==> src/fault_latch_pkg.sv <==
// Shared constants and carriers for the output fault latch and retry block
package fault_latch_pkg;

    localparam int unsigned NUM_OUTPUTS      = 4;
    localparam int unsigned RETRY_LIMIT      = 16;
    localparam int unsigned RETRY_CNT_W      = 5;
    localparam int unsigned CLK_FREQ_HZ      = 100_000_000;
    localparam int unsigned RETRY_PERIOD_US  = 150;
    localparam int unsigned RETRY_CYCLES     = (RETRY_PERIOD_US * (CLK_FREQ_HZ / 1_000_000));

    // Over-current profile selection
    localparam logic [1:0] PROFILE_HID      = 2'h0;
    localparam logic [1:0] PROFILE_BULB_55W = 2'h1;
    localparam logic [1:0] PROFILE_BULB_28W = 2'h2;

    // Steady-state levels: default is the second low level
    localparam logic [1:0] STEADY_DEFAULT_SEL = 2'h0;
    localparam logic [1:0] LEVEL_LOW1         = 2'h0;
    localparam logic [1:0] LEVEL_LOW2         = 2'h1;
    localparam logic [1:0] LEVEL_LOW3         = 2'h2;
    localparam logic [1:0] LEVEL_LOW4         = 2'h3;

    localparam logic [1:0] INRUSH_SLOPE_DEFAULT = 2'h0;

    // Per-output over-current configuration
    typedef struct packed {
        logic [1:0] profile;
        logic [1:0] inrush_slope_select;
        logic       skip_first_high_step;
        logic [1:0] steady_limit_select;
        logic       cooling_emulation_enable;
        logic [1:0] cooling_slope_select;
    } oc_cfg_t;

    // Configuration actually applied to the over-current detector
    typedef struct packed {
        logic       inrush_active;
        logic [1:0] profile;
        logic [1:0] inrush_slope_select;
        logic       skip_first_high_step;
        logic [1:0] steady_level;
        logic       cooling_active;
        logic [1:0] cooling_slope_select;
    } oc_apply_t;

    // Sticky status seen by the host
    typedef struct packed {
        logic [NUM_OUTPUTS-1:0] thermal_shutdown_flags;
        logic [NUM_OUTPUTS-1:0] overcurrent_flags;
        logic [NUM_OUTPUTS-1:0] short_circuit_flags;
        logic                   supply_high_flag;
        logic                   supply_low_flag;
    } fault_status_t;

    localparam fault_status_t STATUS_RESET = '0;

endpackage

==> src/output_fault_latch_retry.sv <==
// Per-output fault latching, clear-on-read status and auto-retry
//
// Operation
// - Overheat while on latches output off and fault pin low
// - Overheat while off pulls fault pin low only while hot
// - Overheat, over-current and supply-low latches release on condition gone plus retry, toggle, or reset
// - Overheat sets thermal flag; host read clears it
// - Eight-step profile: HID default, 55 W or 28 W selectable per output
// - Inrush profile on each request rising edge and each retry
// - Slope select sets inrush speed; skip bit drops first high step
// - Steady limit defaults to second low level; field picks others
// - Over-current latches output and pin; flag set, cleared on read
// - Cooling emulation in normal PWM mode with HID profile and enable
// - Short latches off, flag set; only toggle, reset or logic supply fail releases
// - Over-voltage forces all off and pin low; flag clear on read
// - Protect disable keeps outputs on; flag still warns
// - Fail-safe mode: over-voltage protection follows reset input level
// - Under-voltage forces outputs off, pin low, sets supply-low flag
// - Recovery with all off releases pin; flag held until read
// - Recovery with output on keeps pin low until delatch
// - Logic supply fail or power-on reset clears all latches
// - Retry request from overcurrent, thermal or supply-low flag
// - Retry after one period; at most 16 attempts per output
// - Mode transitions reset the retry counters
// - Each retry restores the default inrush slope and first high step
// - Turn-on request from direct input or on bit
`timescale 1ns/1ps

module output_fault_latch_retry #(
    parameter int unsigned RETRY_CYCLES = fault_latch_pkg::RETRY_CYCLES,
    parameter int unsigned RETRY_LIMIT  = fault_latch_pkg::RETRY_LIMIT
) (
    input  wire logic                                       core_clk,
    input  wire logic                                       arst_n,
    input  wire logic [fault_latch_pkg::NUM_OUTPUTS-1:0]    direct_in,
    input  wire logic [fault_latch_pkg::NUM_OUTPUTS-1:0]    direct_disable,
    input  wire logic [fault_latch_pkg::NUM_OUTPUTS-1:0]    on_bit,
    input  wire logic                                       pwm_enable,
    input  wire logic                                       failsafe_mode,
    input  wire logic                                       reset_pin,
    input  wire logic                                       supply_high_protect_disable,
    input  wire logic                                       logic_supply_fail,
    input  wire logic                                       supply_por,
    input  wire logic [fault_latch_pkg::NUM_OUTPUTS-1:0]    over_temp,
    input  wire logic [fault_latch_pkg::NUM_OUTPUTS-1:0]    over_current,
    input  wire logic [fault_latch_pkg::NUM_OUTPUTS-1:0]    severe_short,
    input  wire logic                                       supply_high,
    input  wire logic                                       supply_low,
    input  wire fault_latch_pkg::oc_cfg_t [fault_latch_pkg::NUM_OUTPUTS-1:0] oc_cfg,
    input  wire logic                                       status_read,
    output logic [fault_latch_pkg::NUM_OUTPUTS-1:0]         output_enable,
    output fault_latch_pkg::oc_apply_t [fault_latch_pkg::NUM_OUTPUTS-1:0] oc_apply,
    output fault_latch_pkg::fault_status_t                  status,
    output logic                                            fault_pin_n,
    output logic [fault_latch_pkg::NUM_OUTPUTS-1:0]         retry_exhausted
);

    localparam int unsigned N = fault_latch_pkg::NUM_OUTPUTS;
    localparam int unsigned RC_W = fault_latch_pkg::RETRY_CNT_W;
    localparam int unsigned TM_W = $clog2(RETRY_CYCLES + 1);

    // Refuse settings that the timer or the counter cannot hold
    if (RETRY_CYCLES < 1 || RETRY_LIMIT < 1 || RETRY_LIMIT >= (1 << RC_W))
    begin : g_bad_params
        $error("Unsupported retry parameters");
    end

    // ----------------------------------------------------------------
    // Reset release and input synchronisers
    // ----------------------------------------------------------------
    logic [1:0] rst_sync_reg;
    logic       rst_n;
    always_ff @(posedge core_clk or negedge arst_n)
    begin
        if (!arst_n)
            rst_sync_reg <= 2'h0;
        else
            rst_sync_reg <= {rst_sync_reg[0], 1'b1};
    end
    assign rst_n = rst_sync_reg[1];

    localparam int unsigned SW = 5 * N + 9;
    logic [SW-1:0] pin_raw;
    logic [SW-1:0] sync1_reg;
    logic [SW-1:0] sync2_reg;
    assign pin_raw = {direct_in, over_temp, over_current, severe_short, direct_disable,
                      pwm_enable, failsafe_mode, reset_pin, supply_high_protect_disable,
                      logic_supply_fail, supply_por, supply_high, supply_low, status_read};
    always_ff @(posedge core_clk or negedge rst_n)
    begin
        if (!rst_n)
        begin
            sync1_reg <= '0;
            sync2_reg <= '0;
        end
        else
        begin
            sync1_reg <= pin_raw;
            sync2_reg <= sync1_reg;
        end
    end

    logic [N-1:0] s_din, s_ot, s_oc, s_sc, s_ddis;
    logic s_pwm, s_fsm, s_rst, s_ovdis, s_lsf, s_por, s_ov, s_uv, s_rd;
    assign {s_din, s_ot, s_oc, s_sc, s_ddis, s_pwm, s_fsm, s_rst, s_ovdis,
            s_lsf, s_por, s_ov, s_uv, s_rd} = sync2_reg;

    // ----------------------------------------------------------------
    // Fault state
    // ----------------------------------------------------------------
    logic [N-1:0]            req_prev_reg, req_prev_next;
    logic [N-1:0]            ot_latch_reg, ot_latch_next;
    logic [N-1:0]            oc_latch_reg, oc_latch_next;
    logic [N-1:0]            sc_latch_reg, sc_latch_next;
    logic [N-1:0]            uv_latch_reg, uv_latch_next;
    logic [N-1:0]            inrush_reg, inrush_next;
    logic [RC_W-1:0]         retry_cnt_reg [N];
    logic [RC_W-1:0]         retry_cnt_next [N];
    logic [TM_W-1:0]         retry_tmr_reg [N];
    logic [TM_W-1:0]         retry_tmr_next [N];
    logic                    fsm_prev_reg, fsm_prev_next;
    fault_latch_pkg::fault_status_t status_reg, status_next;
    logic [N-1:0]            en_reg, en_next;
    logic                    pin_n_reg, pin_n_next;

    logic [N-1:0] turn_on_req;
    logic [N-1:0] req_rise, retry_fire;
    logic         ov_protect, clear_all, mode_change;

    always_comb
    begin
        // Direct input counts only when not disabled and PWM is off
        turn_on_req = (s_din & ~s_ddis & {N{~s_pwm}}) | on_bit;
        req_rise    = turn_on_req & ~req_prev_reg;
        ov_protect  = s_fsm ? s_rst : ~s_ovdis;
        clear_all   = s_lsf | s_por;
        mode_change = s_fsm ^ fsm_prev_reg;

        req_prev_next = turn_on_req;
        fsm_prev_next = s_fsm;
        ot_latch_next = ot_latch_reg;
        oc_latch_next = oc_latch_reg;
        sc_latch_next = sc_latch_reg;
        uv_latch_next = uv_latch_reg;
        inrush_next   = '0;
        retry_fire    = '0;
        for (int i = 0; i < N; i++)
        begin
            retry_cnt_next[i] = retry_cnt_reg[i];
            retry_tmr_next[i] = retry_tmr_reg[i];
        end

        // Clear on read first; hardware sets below win over the clear
        status_next = status_reg;
        if (s_rd)
        begin
            status_next.thermal_shutdown_flags = '0;
            status_next.overcurrent_flags      = '0;
            status_next.short_circuit_flags    = '0;
            status_next.supply_high_flag       = 1'b0;
            status_next.supply_low_flag        = 1'b0;
        end

        for (int i = 0; i < N; i++)
        begin
            // Retry request and timer, per output
            if ((status_reg.overcurrent_flags[i] | status_reg.thermal_shutdown_flags[i]
                 | status_reg.supply_low_flag | oc_latch_reg[i] | ot_latch_reg[i]
                 | uv_latch_reg[i]) && !sc_latch_reg[i]
                && retry_cnt_reg[i] < RC_W'(RETRY_LIMIT))
            begin
                if (retry_tmr_reg[i] == TM_W'(RETRY_CYCLES - 1))
                begin
                    retry_tmr_next[i] = '0;
                    retry_fire[i]     = 1'b1;
                end
                else
                    retry_tmr_next[i] = retry_tmr_reg[i] + TM_W'(1);
            end
            else
                retry_tmr_next[i] = '0;

            if (retry_fire[i])
                retry_cnt_next[i] = retry_cnt_reg[i] + RC_W'(1);

            // Release when the condition is gone and retry or toggle occurs; short latch on toggle only
            if (!s_ot[i] && (retry_fire[i] || req_rise[i]))
                ot_latch_next[i] = 1'b0;
            if (!s_oc[i] && (retry_fire[i] || req_rise[i]))
                oc_latch_next[i] = 1'b0;
            if (!s_uv && (retry_fire[i] || req_rise[i]))
                uv_latch_next[i] = 1'b0;
            if (!s_sc[i] && req_rise[i])
                sc_latch_next[i] = 1'b0;

            // Inrush profile on toggle-on or retry
            inrush_next[i] = req_rise[i] | retry_fire[i] | (inrush_reg[i] & turn_on_req[i]);

            if (s_ot[i])
            begin
                status_next.thermal_shutdown_flags[i] = 1'b1;
                if (turn_on_req[i])
                    ot_latch_next[i] = 1'b1;
            end
            if (s_oc[i] && en_reg[i])
            begin
                oc_latch_next[i] = 1'b1;
                status_next.overcurrent_flags[i] = 1'b1;
            end
            if (s_sc[i] && en_reg[i])
            begin
                sc_latch_next[i] = 1'b1;
                status_next.short_circuit_flags[i] = 1'b1;
            end
            if (s_uv && turn_on_req[i])
                uv_latch_next[i] = 1'b1;

            if (mode_change)
                retry_cnt_next[i] = '0;
        end

        if (s_ov)
            status_next.supply_high_flag = 1'b1;
        if (s_uv)
            status_next.supply_low_flag = 1'b1;

        if (clear_all)
        begin
            ot_latch_next = '0;
            oc_latch_next = '0;
            sc_latch_next = '0;
            uv_latch_next = '0;
        end

        en_next = turn_on_req & ~ot_latch_next & ~oc_latch_next & ~sc_latch_next
                  & ~uv_latch_next & {N{~s_uv}} & {N{~(s_ov & ov_protect)}};

        // Pin low for latches, live overheat while off, supply faults
        pin_n_next = ~(|ot_latch_next | |oc_latch_next | |sc_latch_next | |uv_latch_next
                       | |s_ot | (s_ov & ov_protect) | s_uv);
    end

    always_ff @(posedge core_clk or negedge rst_n)
    begin
        if (!rst_n)
        begin
            req_prev_reg <= '0;
            fsm_prev_reg <= 1'b0;
            ot_latch_reg <= '0;
            oc_latch_reg <= '0;
            sc_latch_reg <= '0;
            uv_latch_reg <= '0;
            inrush_reg   <= '0;
            status_reg   <= fault_latch_pkg::STATUS_RESET;
            en_reg       <= '0;
            pin_n_reg    <= 1'b1;
            for (int i = 0; i < N; i++)
            begin
                retry_cnt_reg[i] <= '0;
                retry_tmr_reg[i] <= '0;
            end
        end
        else
        begin
            req_prev_reg <= req_prev_next;
            fsm_prev_reg <= fsm_prev_next;
            ot_latch_reg <= ot_latch_next;
            oc_latch_reg <= oc_latch_next;
            sc_latch_reg <= sc_latch_next;
            uv_latch_reg <= uv_latch_next;
            inrush_reg   <= inrush_next;
            status_reg   <= status_next;
            en_reg       <= en_next;
            pin_n_reg    <= pin_n_next;
            for (int i = 0; i < N; i++)
            begin
                retry_cnt_reg[i] <= retry_cnt_next[i];
                retry_tmr_reg[i] <= retry_tmr_next[i];
            end
        end
    end

    // ----------------------------------------------------------------
    // Over-current configuration applied to the detector
    // ----------------------------------------------------------------
    always_comb
    begin
        for (int i = 0; i < N; i++)
        begin
            oc_apply[i].inrush_active = inrush_reg[i];
            oc_apply[i].profile       = oc_cfg[i].profile;
            // Retry uses defaults so the inrush is tolerated
            oc_apply[i].inrush_slope_select  = retry_cnt_reg[i] != '0 && inrush_reg[i]
                ? fault_latch_pkg::INRUSH_SLOPE_DEFAULT : oc_cfg[i].inrush_slope_select;
            oc_apply[i].skip_first_high_step = inrush_reg[i] && retry_cnt_reg[i] != '0
                ? 1'b0 : oc_cfg[i].skip_first_high_step;
            unique case (oc_cfg[i].steady_limit_select)
                2'h0: oc_apply[i].steady_level = fault_latch_pkg::LEVEL_LOW2;
                2'h1: oc_apply[i].steady_level = fault_latch_pkg::LEVEL_LOW1;
                2'h2: oc_apply[i].steady_level = fault_latch_pkg::LEVEL_LOW3;
                2'h3: oc_apply[i].steady_level = fault_latch_pkg::LEVEL_LOW4;
            endcase
            oc_apply[i].cooling_active = !s_fsm && s_pwm && oc_cfg[i].cooling_emulation_enable
                && oc_cfg[i].profile == fault_latch_pkg::PROFILE_HID;
            oc_apply[i].cooling_slope_select = oc_cfg[i].cooling_slope_select;
            retry_exhausted[i] = retry_cnt_reg[i] >= RC_W'(RETRY_LIMIT);
        end
    end

    assign output_enable = en_reg;
    assign status        = status_reg;
    assign fault_pin_n   = pin_n_reg;
endmodule

==> config.mk <==
export PLATFORM = sky130hd
export DESIGN_NAME = output_fault_latch_retry
export DESIGN_NICKNAME = d
export VERILOG_FILES = /design/src/fault_latch_pkg.sv /design/src/output_fault_latch_retry.sv
export SDC_FILE = /design/constraint.sdc
export NUM_CORES = 1
export LEC_CHECK = 0
export BUFFER_PORTS_ARGS = -buffer_cell sky130_fd_sc_hd__buf_2
export CORE_MARGIN = 2
export CORE_UTILIZATION = 31
export CTS_CLUSTER_SIZE = 20
export DETAILED_ROUTE_END_ITERATION = 7
export PLACE_DENSITY_LB_ADDON = 0.2
export SLEW_MARGIN = 10
export SYNTH_ARGS = -nofsm -noshare
export SYNTH_HDL_FRONTEND = slang
export SYNTH_SLANG_ARGS = --single-unit
==> constraint.sdc <==
create_clock -name core_clk -period 7.5 [get_ports core_clk]
set_clock_uncertainty 0.05 [all_clocks]
set_input_delay 0.75 -clock core_clk [delete_from_list [all_inputs] [get_ports core_clk]]
set_output_delay 0.75 -clock core_clk [all_outputs]
set_load 0.02 [all_outputs]
After elaboration in Yosys (flattened, before gate mapping)
Index checks and enable logic that the tools add are counted.

Output and inout bits: 67. Input port bits: 75. Register bits: 180. Word-level logic and storage cells: 326.

Muxes and demuxes: 92. Add/sub/neg operators: 8. Reduce and logical (&&, ||, !) cells: 106. Bitwise gates (word level): 62. $lt $le $gt $ge: 8. Equal/unequal tests: 16.

Operators with widths (count): two-way mux 14 bit (9); two-way mux 1 bit (63); adder 14 x 1 -> 14 bit, second input constant (4); equality test 14 bit, second input constant (4); logical AND 1 bit (49); two-way mux 5 bit (8); AND 4 bit (9); nonzero test 2 bit (18); bitwise OR 1 bit (35); one-hot mux 2 bit (4 select lines) (4); inverter 4 bit (6); adder 5 x 1 -> 5 bit, second input constant (4); >= comparator 5 bit, second input constant (4); less-than comparator 5 bit, second input constant (4); nonzero test 5 bit (4); OR reduction 4 bit (5); logical NOT 1 bit (18); equality test 2 bit, second input constant (8); logical NOT 2 bit (8); two-way mux 4 bit (4); equality test 2 x 1 -> 1 bit, second input constant (4); two-way mux 2 bit (4); AND 1 bit (5); inverter 1 bit (5); other kinds (3) (6).

Depth between registers and ports, before layout
Gate-level depths: netlist of the first run.

Depth in word-level cells: 22. Mapped depth: 8. Depth with buffers taken out: 7.

Worst setup path after synthesis of the first run
OpenSTA, ideal clock, no wires.

Path type: register to register. Start: reg retry_tmr_reg[24] (netlist name). End: reg pin_n_reg, in the netlist fault_pin_n. Period minus slack after synthesis: 2.349 ns. Buffers on the path: 0. Setup time: 0.063 ns. Data arrival time: 2.236 ns. Slack: 5.151 ns. Cell stages (with the launch flop): 7. Cell sequence: dfrtp_1 or4_4 nor4_4 a211oi_1 o22a_1 or4_1 and4b_1.

Longest elaborated chain between the ends: 17.

Ends and longest elaborated chain: start: declaration (RTL line output_fault_latch_retry.sv:119) `logic [TM_W-1:0] retry_tmr_reg [N];`; start signal: indexed assignment (RTL line output_fault_latch_retry.sv:278) `retry_tmr_reg[i] <= retry_tmr_next[i];`; equality test 14 bit (*) (RTL line output_fault_latch_retry.sv:172) `if (retry_tmr_reg[i] == TM_W'(RETRY_CYCLES - 1))`; two-way mux 1 bit (*) (RTL line output_fault_latch_retry.sv:172); two-way mux 1 bit (*) (RTL line output_fault_latch_retry.sv:167) `if ((status_reg.overcurrent_flags[i] | status_reg.thermal_shutdown_flags[i]`; logical OR 1 bit (*) (RTL line output_fault_latch_retry.sv:187) `if (!s_ot[i] && (retry_fire[i] || req_rise[i]))`; logical AND 1 bit (*) (RTL line output_fault_latch_retry.sv:187); two-way mux 1 bit (*) (RTL line output_fault_latch_retry.sv:187); two-way mux 1 bit (RTL line output_fault_latch_retry.sv:202) `if (turn_on_req[i])`; two-way mux 1 bit (*) (RTL line output_fault_latch_retry.sv:199) `if (s_ot[i])`; two-way mux 4 bit (*) (RTL line output_fault_latch_retry.sv:227) `if (clear_all)`; named net ot_latch_next[2] (RTL line output_fault_latch_retry.sv:112) `logic [N-1:0] ot_latch_reg, ot_latch_next;`; OR reduction 4 bit (*) (RTL line output_fault_latch_retry.sv:239) `pin_n_next = ~(|ot_latch_next | |oc_latch_next | |sc_latch_next | |uv_latch_next`; bitwise OR 1 bit (*) (3 in series) (RTL line output_fault_latch_retry.sv:239); bitwise OR 1 bit (*) (3 in series) (RTL line output_fault_latch_retry.sv:240) `| |s_ot | (s_ov & ov_protect) | s_uv);`; inverter 1 bit (*) (RTL line output_fault_latch_retry.sv:239); named net pin_n_next (RTL line output_fault_latch_retry.sv:124) `logic pin_n_reg, pin_n_next;`; end signal: assignment (RTL line output_fault_latch_retry.sv:274) `pin_n_reg <= pin_n_next;`; end: declaration (RTL line output_fault_latch_retry.sv:124).

The timed path passes the listed nets; every way through them passes the cells marked *. A chain may end at the register's enable or synchronous reset.

==> results.json, run 1 <==
{
  "fin_setup_tns_ns": 0,
  "post-route-min-period_ns": 2.74,
  "cts.reportedPaths.clkPinSlew_ns": 0.07,
  "cts_sinks": 180,
  "setup_violations": 0,
  "worst_slew_slack_as_a_fraction_of_its_limit": 0.222,
  "fin_util": 0.379,
  "initial_standard_cell_utilization_of_the_core": 0.318,
  "cts_inserted_buffers": 17,
  "preCtsSetupSlack_ns": 4.98,
  "antenna_found_initial": 1,
  "final_critical_path_setup_slack_ns": 4.76,
  "max_ffs_per_register": 56,
  "dp_hpwl_mm": 11.3,
  "fraction_of_layout_instances_using_a_drive_strength_above_1": 0.211,
  "hold_class": "in -> async",
  "final.period_utilization": 0.365,
  "grt_pass1_wl_mm": 26.5,
  "synth.cell_area_um2": 7500,
  "clock_tree.htree_level_count": 4,
  "fp-row-count": 56,
  "timing.setup.critical_path_class": "reg -> out",
  "syn-mean-instance-area_um2": 11.1,
  "place_congestion": 0.788,
  "max-vdd-ir-drop_mv": 0.144,
  "dominantRegCellSynth": "dfrtp_1",
  "critPathRequiredTime_ns": 6.70,
  "tritoncts": "yes",
  "syn_to_final_growth_pct": 19.1,
  "die_area_um2": 25500,
  "io_buffer_count": 125,
  "num-nets-final": 883,
  "crit_path_max_fanout": 4,
  "drcViolationCount": 0,
  "synthDistinctLibCells": 56,
  "fillers": 2338,
  "worst_skew_pair.late_latency_ns": 0.43,
  "vias_per_cell": 4.49,
  "max_fclk_mhz": 365,
  "rsz0062_at_grt": "no",
  "worstSetupStartpointType": "register",
  "report.final.hold_viol_count": 0,
  "post_synth_inst_count": 675,
  "num_io_pins": 142,
  "yosysWarningCount": 0,
  "yosys_register_bits": 180,
  "power_density_nw_per_um2": 252,
  "endpoint_kind": "output pin",
  "asyncSetResetFlopFracSynth": 1.00,
  "detail_route.first_pass.iterations": 4,
  "floorplan.die.height_um": 160,
  "coreArea_um2": 23600,
  "cts_root_buffer": "clkbuf_16",
  "total_routed_wirelength_mm": 15.9,
  "post_cts.repair.setup_buffers": 0,
  "outcome": "complete, no violations",
  "total_global_routing_track_utilization": 0.131,
  "grt_start_max_net_pins": 70,
  "chipWidth_um": 160,
  "dr_total_vias": 5031,
  "power_leakage_nw": 4.26,
  "post_cts_resize_count": 0,
  "synthesis.nets": 770,
  "timing.final.max_slew_violations": 0,
  "detail-route-antenna-nets": 0,
  "cap_viol_max_count": 0,
  "worstMarginPinSlew_ns": 1.16,
  "hold-worst-slack_ns": 0.0448,
  "cts-hold-fix-buffers": 0,
  "synth-edff-count": 0,
  "globalRoute.totalOverflow": 0,
  "grt_pass1_vias": 5037,
  "cp.arrival_ns": 1.94,
  "drt-wirelength-per-cell_um": 14.2,
  "seq_area_frac_synth": 0.600,
  "dr.first_iter.drc_count": 309,
  "antenna_cells": 0,
  "clock_tree.buffer_depth": 2
}
==> worst max-delay path, stage by stage, from the launching register on <==
cell     delay, ns
dfrtp_1       0.42
inv_1         0.07
ha_1          0.13
inv_1         0.04
o41ai_1       0.50
and2_1        0.19
buf_2         0.16
==> Yosys cell counts, drive strengths merged, types with 2 or more instances <==
cell type | instances | area, um^2
xor2 | 33 | 289
nand2 | 40 | 150
or4 | 2 | 18.8
and3 | 7 | 43.8
o41ai | 4 | 35.0
or2 | 7 | 43.8
or3 | 3 | 18.8
a21o | 9 | 67.6
buf | 16 | 120
nand2b | 8 | 50.1
o211ai | 8 | 60.1
o22a | 3 | 26.3
a41oi | 4 | 35.0
nor2b | 3 | 18.8
nor2 | 95 | 357
xnor2 | 25 | 219
and4b | 2 | 20.0
nor4 | 14 | 103
clkbuf | 18 | 67.6
and2 | 24 | 150
nand4bb | 2 | 22.5
mux2i | 2 | 20.0
a22o | 5 | 43.8
nand3b | 3 | 22.5
ha | 20 | 250
a21oi | 16 | 80.1
dfrtp | 179 | 4480
inv | 39 | 146
nor3 | 10 | 50.1
o22ai | 2 | 12.5
a211oi | 4 | 35.0
nand3 | 17 | 85.1
o311ai | 2 | 17.5
o21ai | 16 | 80.1
nor4b | 4 | 35.0
nor4bb | 2 | 20.0
nand4 | 13 | 81.3
nor3b | 2 | 15.0
==> final cells by class <==
cell class,count,area (um^2),share of cell area
Sequential cell,180,4510,0.504
Multi-Input combinational cell,422,2670,0.298
Timing Repair Buffer,128,648,0.0725
Clock buffer,22,474,0.0530
Tap cell,319,399,0.0446
Inverter,39,146,0.0164
Clock inverter,10,97.6,0.0109
==> through the flow <==
step | total power [mW] | std cells | area [um^2]
after floorplan | 1.32 | 675 | 7500
after global placement | 1.41 | 1088 | 8370
after detailed placement | 1.41 | 1088 | 8370
after CTS | 2.29 | 1120 | 8940
after global routing | 2.37 | 1120 | 8940
final | 2.25 | 1120 | 8940
==> cells by family after synthesis <==
group | count (synthesis) | share of synthesized area
mux | 2 | 0.00267
compound gates | 79 | 0.0724
buf+inv | 73 | 0.0445
xor+xnor | 58 | 0.0677
simple gates | 262 | 0.179
other cells | 1 | 0.000500
flops | 180 | 0.600
fa+ha+maj | 20 | 0.0333
==> worst paths after layout <==
path,from,endpoint,slack (ns),cells past startpoint
worst max-delay path,retry_cnt_reg[0],oc_apply[39],4.76,6
worst min-delay path,arst_n,rst_sync_reg[1],0.04,1
worst max register to register,retry_tmr_reg[20],fault_pin_n,4.97,6
worst min register to register,sync1_reg[7],sync2_reg[7],0.30,0
max in group asynchronous,rst_sync_reg[1],retry_cnt_reg[15],5.61,1
min in group core_clk,sync1_reg[7],sync2_reg[7],0.30,0
==> power by group <==
group	switching (mW)	internal, mW	total (mW)	leakage, nW
Clock	0.378	0.487	0.865	0.274
Sequential	0.0813	1.05	1.13	2.29
Combinational	0.143	0.109	0.251	1.69
Total	0.602	1.65	2.25	4.26
==> metal layers <==
metal  track usage  wire length, um
met1         0.183             7850
met2         0.198             7190
met3        0.0354              731
met4        0.0417              177
met5             0                0
==> cell usage in the layout, fill, tap and decap left out, types with 3 or more instances in the layout <==
cell,Yosys,final
nand4_1,13,13
a21oi_1,16,16
nand2_1,40,40
clkinvlp_4,0,3
a211oi_1,3,3
inv_6,0,3
or3_1,3,3
xnor2_1,25,25
nor4b_1,4,4
or2_2,5,5
o211ai_1,8,8
nor3_1,10,10
buf_4,16,3
and3_1,7,7
clkbuf_8,0,3
inv_1,39,39
ha_1,20,20
o22a_1,3,3
a22o_1,5,5
a41oi_1,4,4
and2_1,24,24
nor4_1,13,13
clkbuf_16,0,17
nor2b_1,3,3
nor2_1,95,95
nand3b_1,3,3
nand2b_1,8,8
a21o_1,9,9
xor2_1,33,33
o41ai_1,4,4
dfrtp_1,179,178
nand3_1,17,17
buf_2,0,125
o21ai_0,15,15
(Power assumes the default switching activity.)
==> run 2, diff against run 1 <==
==> constraint.sdc (replaced) <==
create_clock -name core_clk -period 2.5 [get_ports core_clk]
set_clock_uncertainty 0.05 [all_clocks]
set_input_delay 0.25 -clock core_clk [delete_from_list [all_inputs] [get_ports core_clk]]
set_output_delay 0.25 -clock core_clk [all_outputs]
set_load 0.02 [all_outputs]
==> run 2 against run 1 <==
Net effect: core utilization up 1.7 points; hold slack better by 0.043 ns; final cell count up 3.6%; highest routed layer unchanged.
==> results.json, run 2 (synthesis results as in run 1) <==
{
  "worstSetupStartpointType": "register",
  "worst_path_most_repeated_cell": "or4_4",
  "total_global_routing_track_utilization": 0.134,
  "floorplan.die.height_um": 160,
  "power.total_mw": 6.78,
  "setup_violations": 0,
  "drt-wirelength-per-cell_um": 14.1,
  "crit_path_cell_trace": "or4_4 -> nor4_4 -> a211oi_2 -> o22a_1 -> or4_4 -> and4b_1",
  "worst_slew_slack_as_a_fraction_of_its_limit": 0.555,
  "globalRoute.totalOverflow": 0,
  "regToRegEndpoint": "fault_pin_n",
  "timing.critical_path.slowest_cell_delay_ns": 0.54,
  "power_density_nw_per_um2": 725,
  "crit_family": "simple AND/OR/NAND/NOR gates",
  "report.final.hold_viol_count": 0,
  "outcome": "complete, no violations",
  "worst_setup_path_startpoint": "retry_tmr_reg[24]",
  "chipWidth_um": 160,
  "final_area_um2": 9350,
  "worst-r2r-setup-slack_ns": 0.09,
  "syn_to_final_growth_pct": 24.6,
  "coreArea_um2": 23600,
  "antenna_found_initial": 0,
  "dp_hpwl_mm": 11.5,
  "fillers": 2305,
  "endpoint_kind": "register",
  "num-nets-final": 923,
  "grt_start_max_net_pins": 72,
  "path_depth": 6,
  "detail-route-antenna-nets": 0,
  "post-route-min-period_ns": 2.41,
  "rsz0062_at_grt": "no",
  "cpMaxStageDelayCell": "or4_4",
  "worstReg2RegStart": "retry_tmr_reg[24]",
  "cts_inserted_buffers": 17,
  "worstRegToRegCells": 6,
  "worst_skew_pair.late_latency_ns": 0.42,
  "timing.final.max_slew_violations": 0,
  "timing.setup.critical_path_class": "reg -> reg",
  "max_ffs_per_register": 56,
  "post_dp_cell_area_um2": 8470,
  "cp.arrival_ns": 2.72,
  "fraction_of_layout_instances_using_a_drive_strength_above_1": 0.215,
  "die_area_um2": 25500,
  "grt_pass1_wl_mm": 27.4,
  "crit_path_max_fanout": 3,
  "fp-row-count": 56,
  "clock_tree.htree_level_count": 4,
  "critical_path.endpoint": "fault_pin_n",
  "cts_root_buffer": "clkbuf_16",
  "drcViolationCount": 0,
  "fin_setup_tns_ns": 0,
  "cts.reportedPaths.clkPinSlew_ns": 0.07,
  "cp.buffers_inverters": 0,
  "preCtsSetupSlack_ns": 0.0743,
  "detail_route.first_pass.iterations": 4,
  "critPathRequiredTime_ns": 2.81,
  "vias_per_cell": 4.41,
  "hold_class": "in -> async",
  "grt_pass1_vias": 5254,
  "final.period_utilization": 0.965,
  "clock_tree.buffer_depth": 2,
  "tritoncts": "yes",
  "most_common_cell_after_layout_fill_and_taps_aside": "dfrtp_1",
  "cts_sinks": 180,
  "max_fclk_mhz": 414,
  "antenna_cells": 0,
  "dr_total_vias": 5117,
  "total_routed_wirelength_mm": 16.3,
  "layout_common_cells": "dfrtp_1 (178), buf_2 (125), nor2_1 (95), nand2_1 (40), inv_1 (39)",
  "worstMarginPinSlew_ns": 0.666,
  "cap_viol_max_count": 0,
  "num_io_pins": 142,
  "place_congestion": 0.766,
  "dr.first_iter.drc_count": 242,
  "io_buffer_count": 125,
  "initial_standard_cell_utilization_of_the_core": 0.318,
  "final_critical_path_setup_slack_ns": 0.0872,
  "power_leakage_nw": 4.44,
  "max-vdd-ir-drop_mv": 0.403
}
==> run 2: cell types whose count changed in the layout (fill, tap and decap cells not counted), sizes merged <==
cell,change
clkbuf,-1
buf,+10
clkinv,+2
inv,-1
dlygate4sd3,+30
==> run 2: layout make-up <==
type | count | area (um^2) | area share
Clock buffer | 21 | 460 | 0.0492
Clock inverter | 11 | 103 | 0.0110
Inverter | 39 | 146 | 0.0157
Multi-Input combinational cell | 422 | 2670 | 0.286
Sequential cell | 180 | 4510 | 0.482
Tap cell | 319 | 399 | 0.0427
Timing Repair Buffer | 168 | 1060 | 0.113
==> run 2: worst min-delay path by stage <==
stage,endpoint,slack (ns),start,cells past startpoint
CTS,rst_sync_reg[1],0.07,arst_n,2
global route,rst_sync_reg[0],0.08,arst_n,2
floorplan,rst_sync_reg[0],-0.1,arst_n,0
detailed placement,rst_sync_reg[0],-0.01,arst_n,1
finish,rst_sync_reg[0],0.09,arst_n,2
global placement,rst_sync_reg[0],-0.01,arst_n,1
==> run 2: report_power, final <==
| group | total, mW | internal, mW | switching, mW |
|---|---|---|---|
| combinational | 0.827 | 0.375 | 0.452 |
| clock | 2.56 | 1.43 | 1.13 |
| sequential | 3.39 | 3.16 | 0.229 |
| total | 6.78 | 4.96 | 1.82 |
==> run 2: layer usage <==
metal	wire, um	share of wire	vias up	GRT usage
met5	0	0	-	0
met4	157	0.0096	0	0.0380
met3	516	0.032	10	0.0300
met2	7250	0.44	84	0.205
met1	8390	0.51	2461	0.192
li1	-	-	2562	-
==> run 2: repair_timing <==
action,in CTS,in global routing
gates resized for setup,0,2
buffers inserted,0,1
endpoints found under the setup margin,0,1
hold buffers,30,0
hold endpoints to repair,31,0
==> run 2: through the flow <==
stage          hold WS [ns]   util  instances
6_report             0.0876  0.396       1160
5_1_grt              0.0835  0.396       1160
4_1_cts              0.0715  0.395       1159
3_5_place_dp        -0.0104  0.359       1097
3_3_place_gp        -0.0122  0.359       1097
2_1_floorplan       -0.0956      -        675
==> run 3, diff against run 2 <==
==> constraint.sdc (replaced) <==
create_clock -name core_clk -period 2.6 [get_ports core_clk]
set_clock_uncertainty 0.05 [all_clocks]
set_input_delay 0.26 -clock core_clk [delete_from_list [all_inputs] [get_ports core_clk]]
set_output_delay 0.26 -clock core_clk [all_outputs]
set_load 0.02 [all_outputs]
==> run 3 against run 2 <==
Net effect: die area is the same; count of clock-buffer cells in the layout shrank 3; hold slack lost 0.0064 ns; sequential share of layout area shrank 0.14 points; sequential power shrank 4%.
==> results.json, run 3 (synthesis results as in run 1) <==
{
  "outcome": "complete, no violations",
  "worstMarginPinSlew_ns": 0.701,
  "tritoncts": "yes",
  "seq_area_um2": 4510,
  "io_buffer_count": 125,
  "max_fclk_mhz": 406,
  "critPathRequiredTime_ns": 2.92,
  "final_critical_path_setup_slack_ns": 0.137,
  "cp.arrival_ns": 2.78,
  "clock_tree.buffer_depth": 2,
  "max_ffs_per_register": 56,
  "coreArea_um2": 23600,
  "globalRoute.totalOverflow": 0,
  "place_congestion": 0.742,
  "grt_start_max_net_pins": 54,
  "worst_skew_pair.late_latency_ns": 0.43,
  "dp_hpwl_mm": 11.7,
  "total_global_routing_track_utilization": 0.133,
  "drt-wirelength-per-cell_um": 14.0,
  "cap_viol_max_count": 0,
  "timing.final.max_slew_violations": 0,
  "multi_input_comb_area_um2": 2670,
  "post-route-min-period_ns": 2.46,
  "fp-row-count": 56,
  "floorplan.die.height_um": 160,
  "initial_standard_cell_utilization_of_the_core": 0.318,
  "cts_inserted_buffers": 17,
  "detail-route-antenna-nets": 0,
  "worstSetupStartpointType": "register",
  "report.final.hold_viol_count": 0,
  "antenna_found_initial": 1,
  "setup_violations": 0,
  "cts_root_buffer": "clkbuf_16",
  "crit_family": "simple AND/OR/NAND/NOR gates",
  "cp.buffers_inverters": 0,
  "worst_slew_slack_as_a_fraction_of_its_limit": 0.531,
  "power_density_nw_per_um2": 706,
  "total_routed_wirelength_mm": 16.2,
  "preCtsSetupSlack_ns": 0.104,
  "dr.first_iter.drc_count": 291,
  "fraction_of_layout_instances_using_a_drive_strength_above_1": 0.216,
  "max-vdd-ir-drop_mv": 0.373,
  "hold_class": "in -> async",
  "crit_path_max_fanout": 3,
  "num-nets-final": 923,
  "drcViolationCount": 0,
  "endpoint_kind": "register",
  "grt_pass1_vias": 5225,
  "fillers": 2333,
  "worstRegToRegCells": 6,
  "clock_tree.htree_level_count": 4,
  "cts.reportedPaths.clkPinSlew_ns": 0.07,
  "chipWidth_um": 160,
  "worstReg2RegStart": "retry_tmr_reg[24]",
  "crit_path_cell_trace": "or4_4 -> nor4_4 -> a211oi_2 -> o22a_1 -> or4_1 -> and4b_1",
  "final.period_utilization": 0.947,
  "die_area_um2": 25500,
  "grt_pass1_wl_mm": 27.1,
  "detail_route.first_pass.iterations": 5,
  "antenna_cells": 0,
  "cpMaxStageDelayCell": "or4_1",
  "num_io_pins": 142,
  "layout_common_cells": "dfrtp_1 (178), buf_2 (125), nor2_1 (95), nand2_1 (40), inv_1 (39)",
  "dr_total_vias": 5224,
  "most_common_cell_after_layout_fill_and_taps_aside": "dfrtp_1",
  "syn_to_final_growth_pct": 25.0,
  "vias_per_cell": 4.50,
  "power_leakage_nw": 4.46,
  "regToRegEndpoint": "fault_pin_n",
  "fin_setup_tns_ns": 0,
  "cts_sinks": 180,
  "timing.critical_path.slowest_cell_delay_ns": 0.56,
  "rsz0062_at_grt": "no",
  "worst-r2r-setup-slack_ns": 0.14,
  "timing.setup.critical_path_class": "reg -> reg"
}
[run 3: area by class of cell]
cell class	count	area share
inverter	39	0.0156
timing repair buffer	168	0.113
sequential	180	0.481
clock inverter	14	0.0164
multi-input combinational	422	0.285
clock buffer	18	0.0468
tap	319	0.0426
[run 3: worst max-delay path by stage]
stage	start	to	cells after the start
final	retry_tmr_reg[24]	fault_pin_n	6
after global routing	retry_tmr_reg[24]	fault_pin_n	6
after CTS	retry_tmr_reg[24]	fault_pin_n	6
after detailed placement	retry_tmr_reg[24]	fault_pin_n	6
after global placement	retry_tmr_reg[24]	fault_pin_n	6
after floorplan	retry_tmr_reg[24]	fault_pin_n	6
[run 3: per-layer routing]
metal | global-route usage | vias up | share of wire
li1 | - | 2565 | -
met1 | 0.187 | 2523 | 0.49
met2 | 0.202 | 111 | 0.45
met3 | 0.0305 | 23 | 0.042
met4 | 0.0426 | 2 | 0.012
met5 | 0 | - | 0.00099
[run 3: power by group]
group / internal [mW] / switching [mW]
Clock: 1.45 / 1.12
Combinational: 0.355 / 0.435
Sequential: 3.04 / 0.221
[run 3: timing repair]
action                     4_1_cts  5_1_grt
setup buffers                    0        2
gates resized for setup          0        1
hold buffers                    30        0
hold endpoints to repair        31        0
setup endpoints to repair        0        2
[run 3: stage by stage]
step                      utilization  instances  hold slack [ns]  area (um^2)  total power, mW
after CTS                       0.396       1158           0.0635         9360             6.71
after detailed placement        0.359       1096         -0.00305         8470             4.08
after global placement          0.359       1096         -0.00252         8470             4.07
after global routing            0.397       1160           0.0893         9380             6.97
after floorplan                     -        675          -0.0856         7510             3.82
final                           0.397       1160           0.0812         9380             6.62
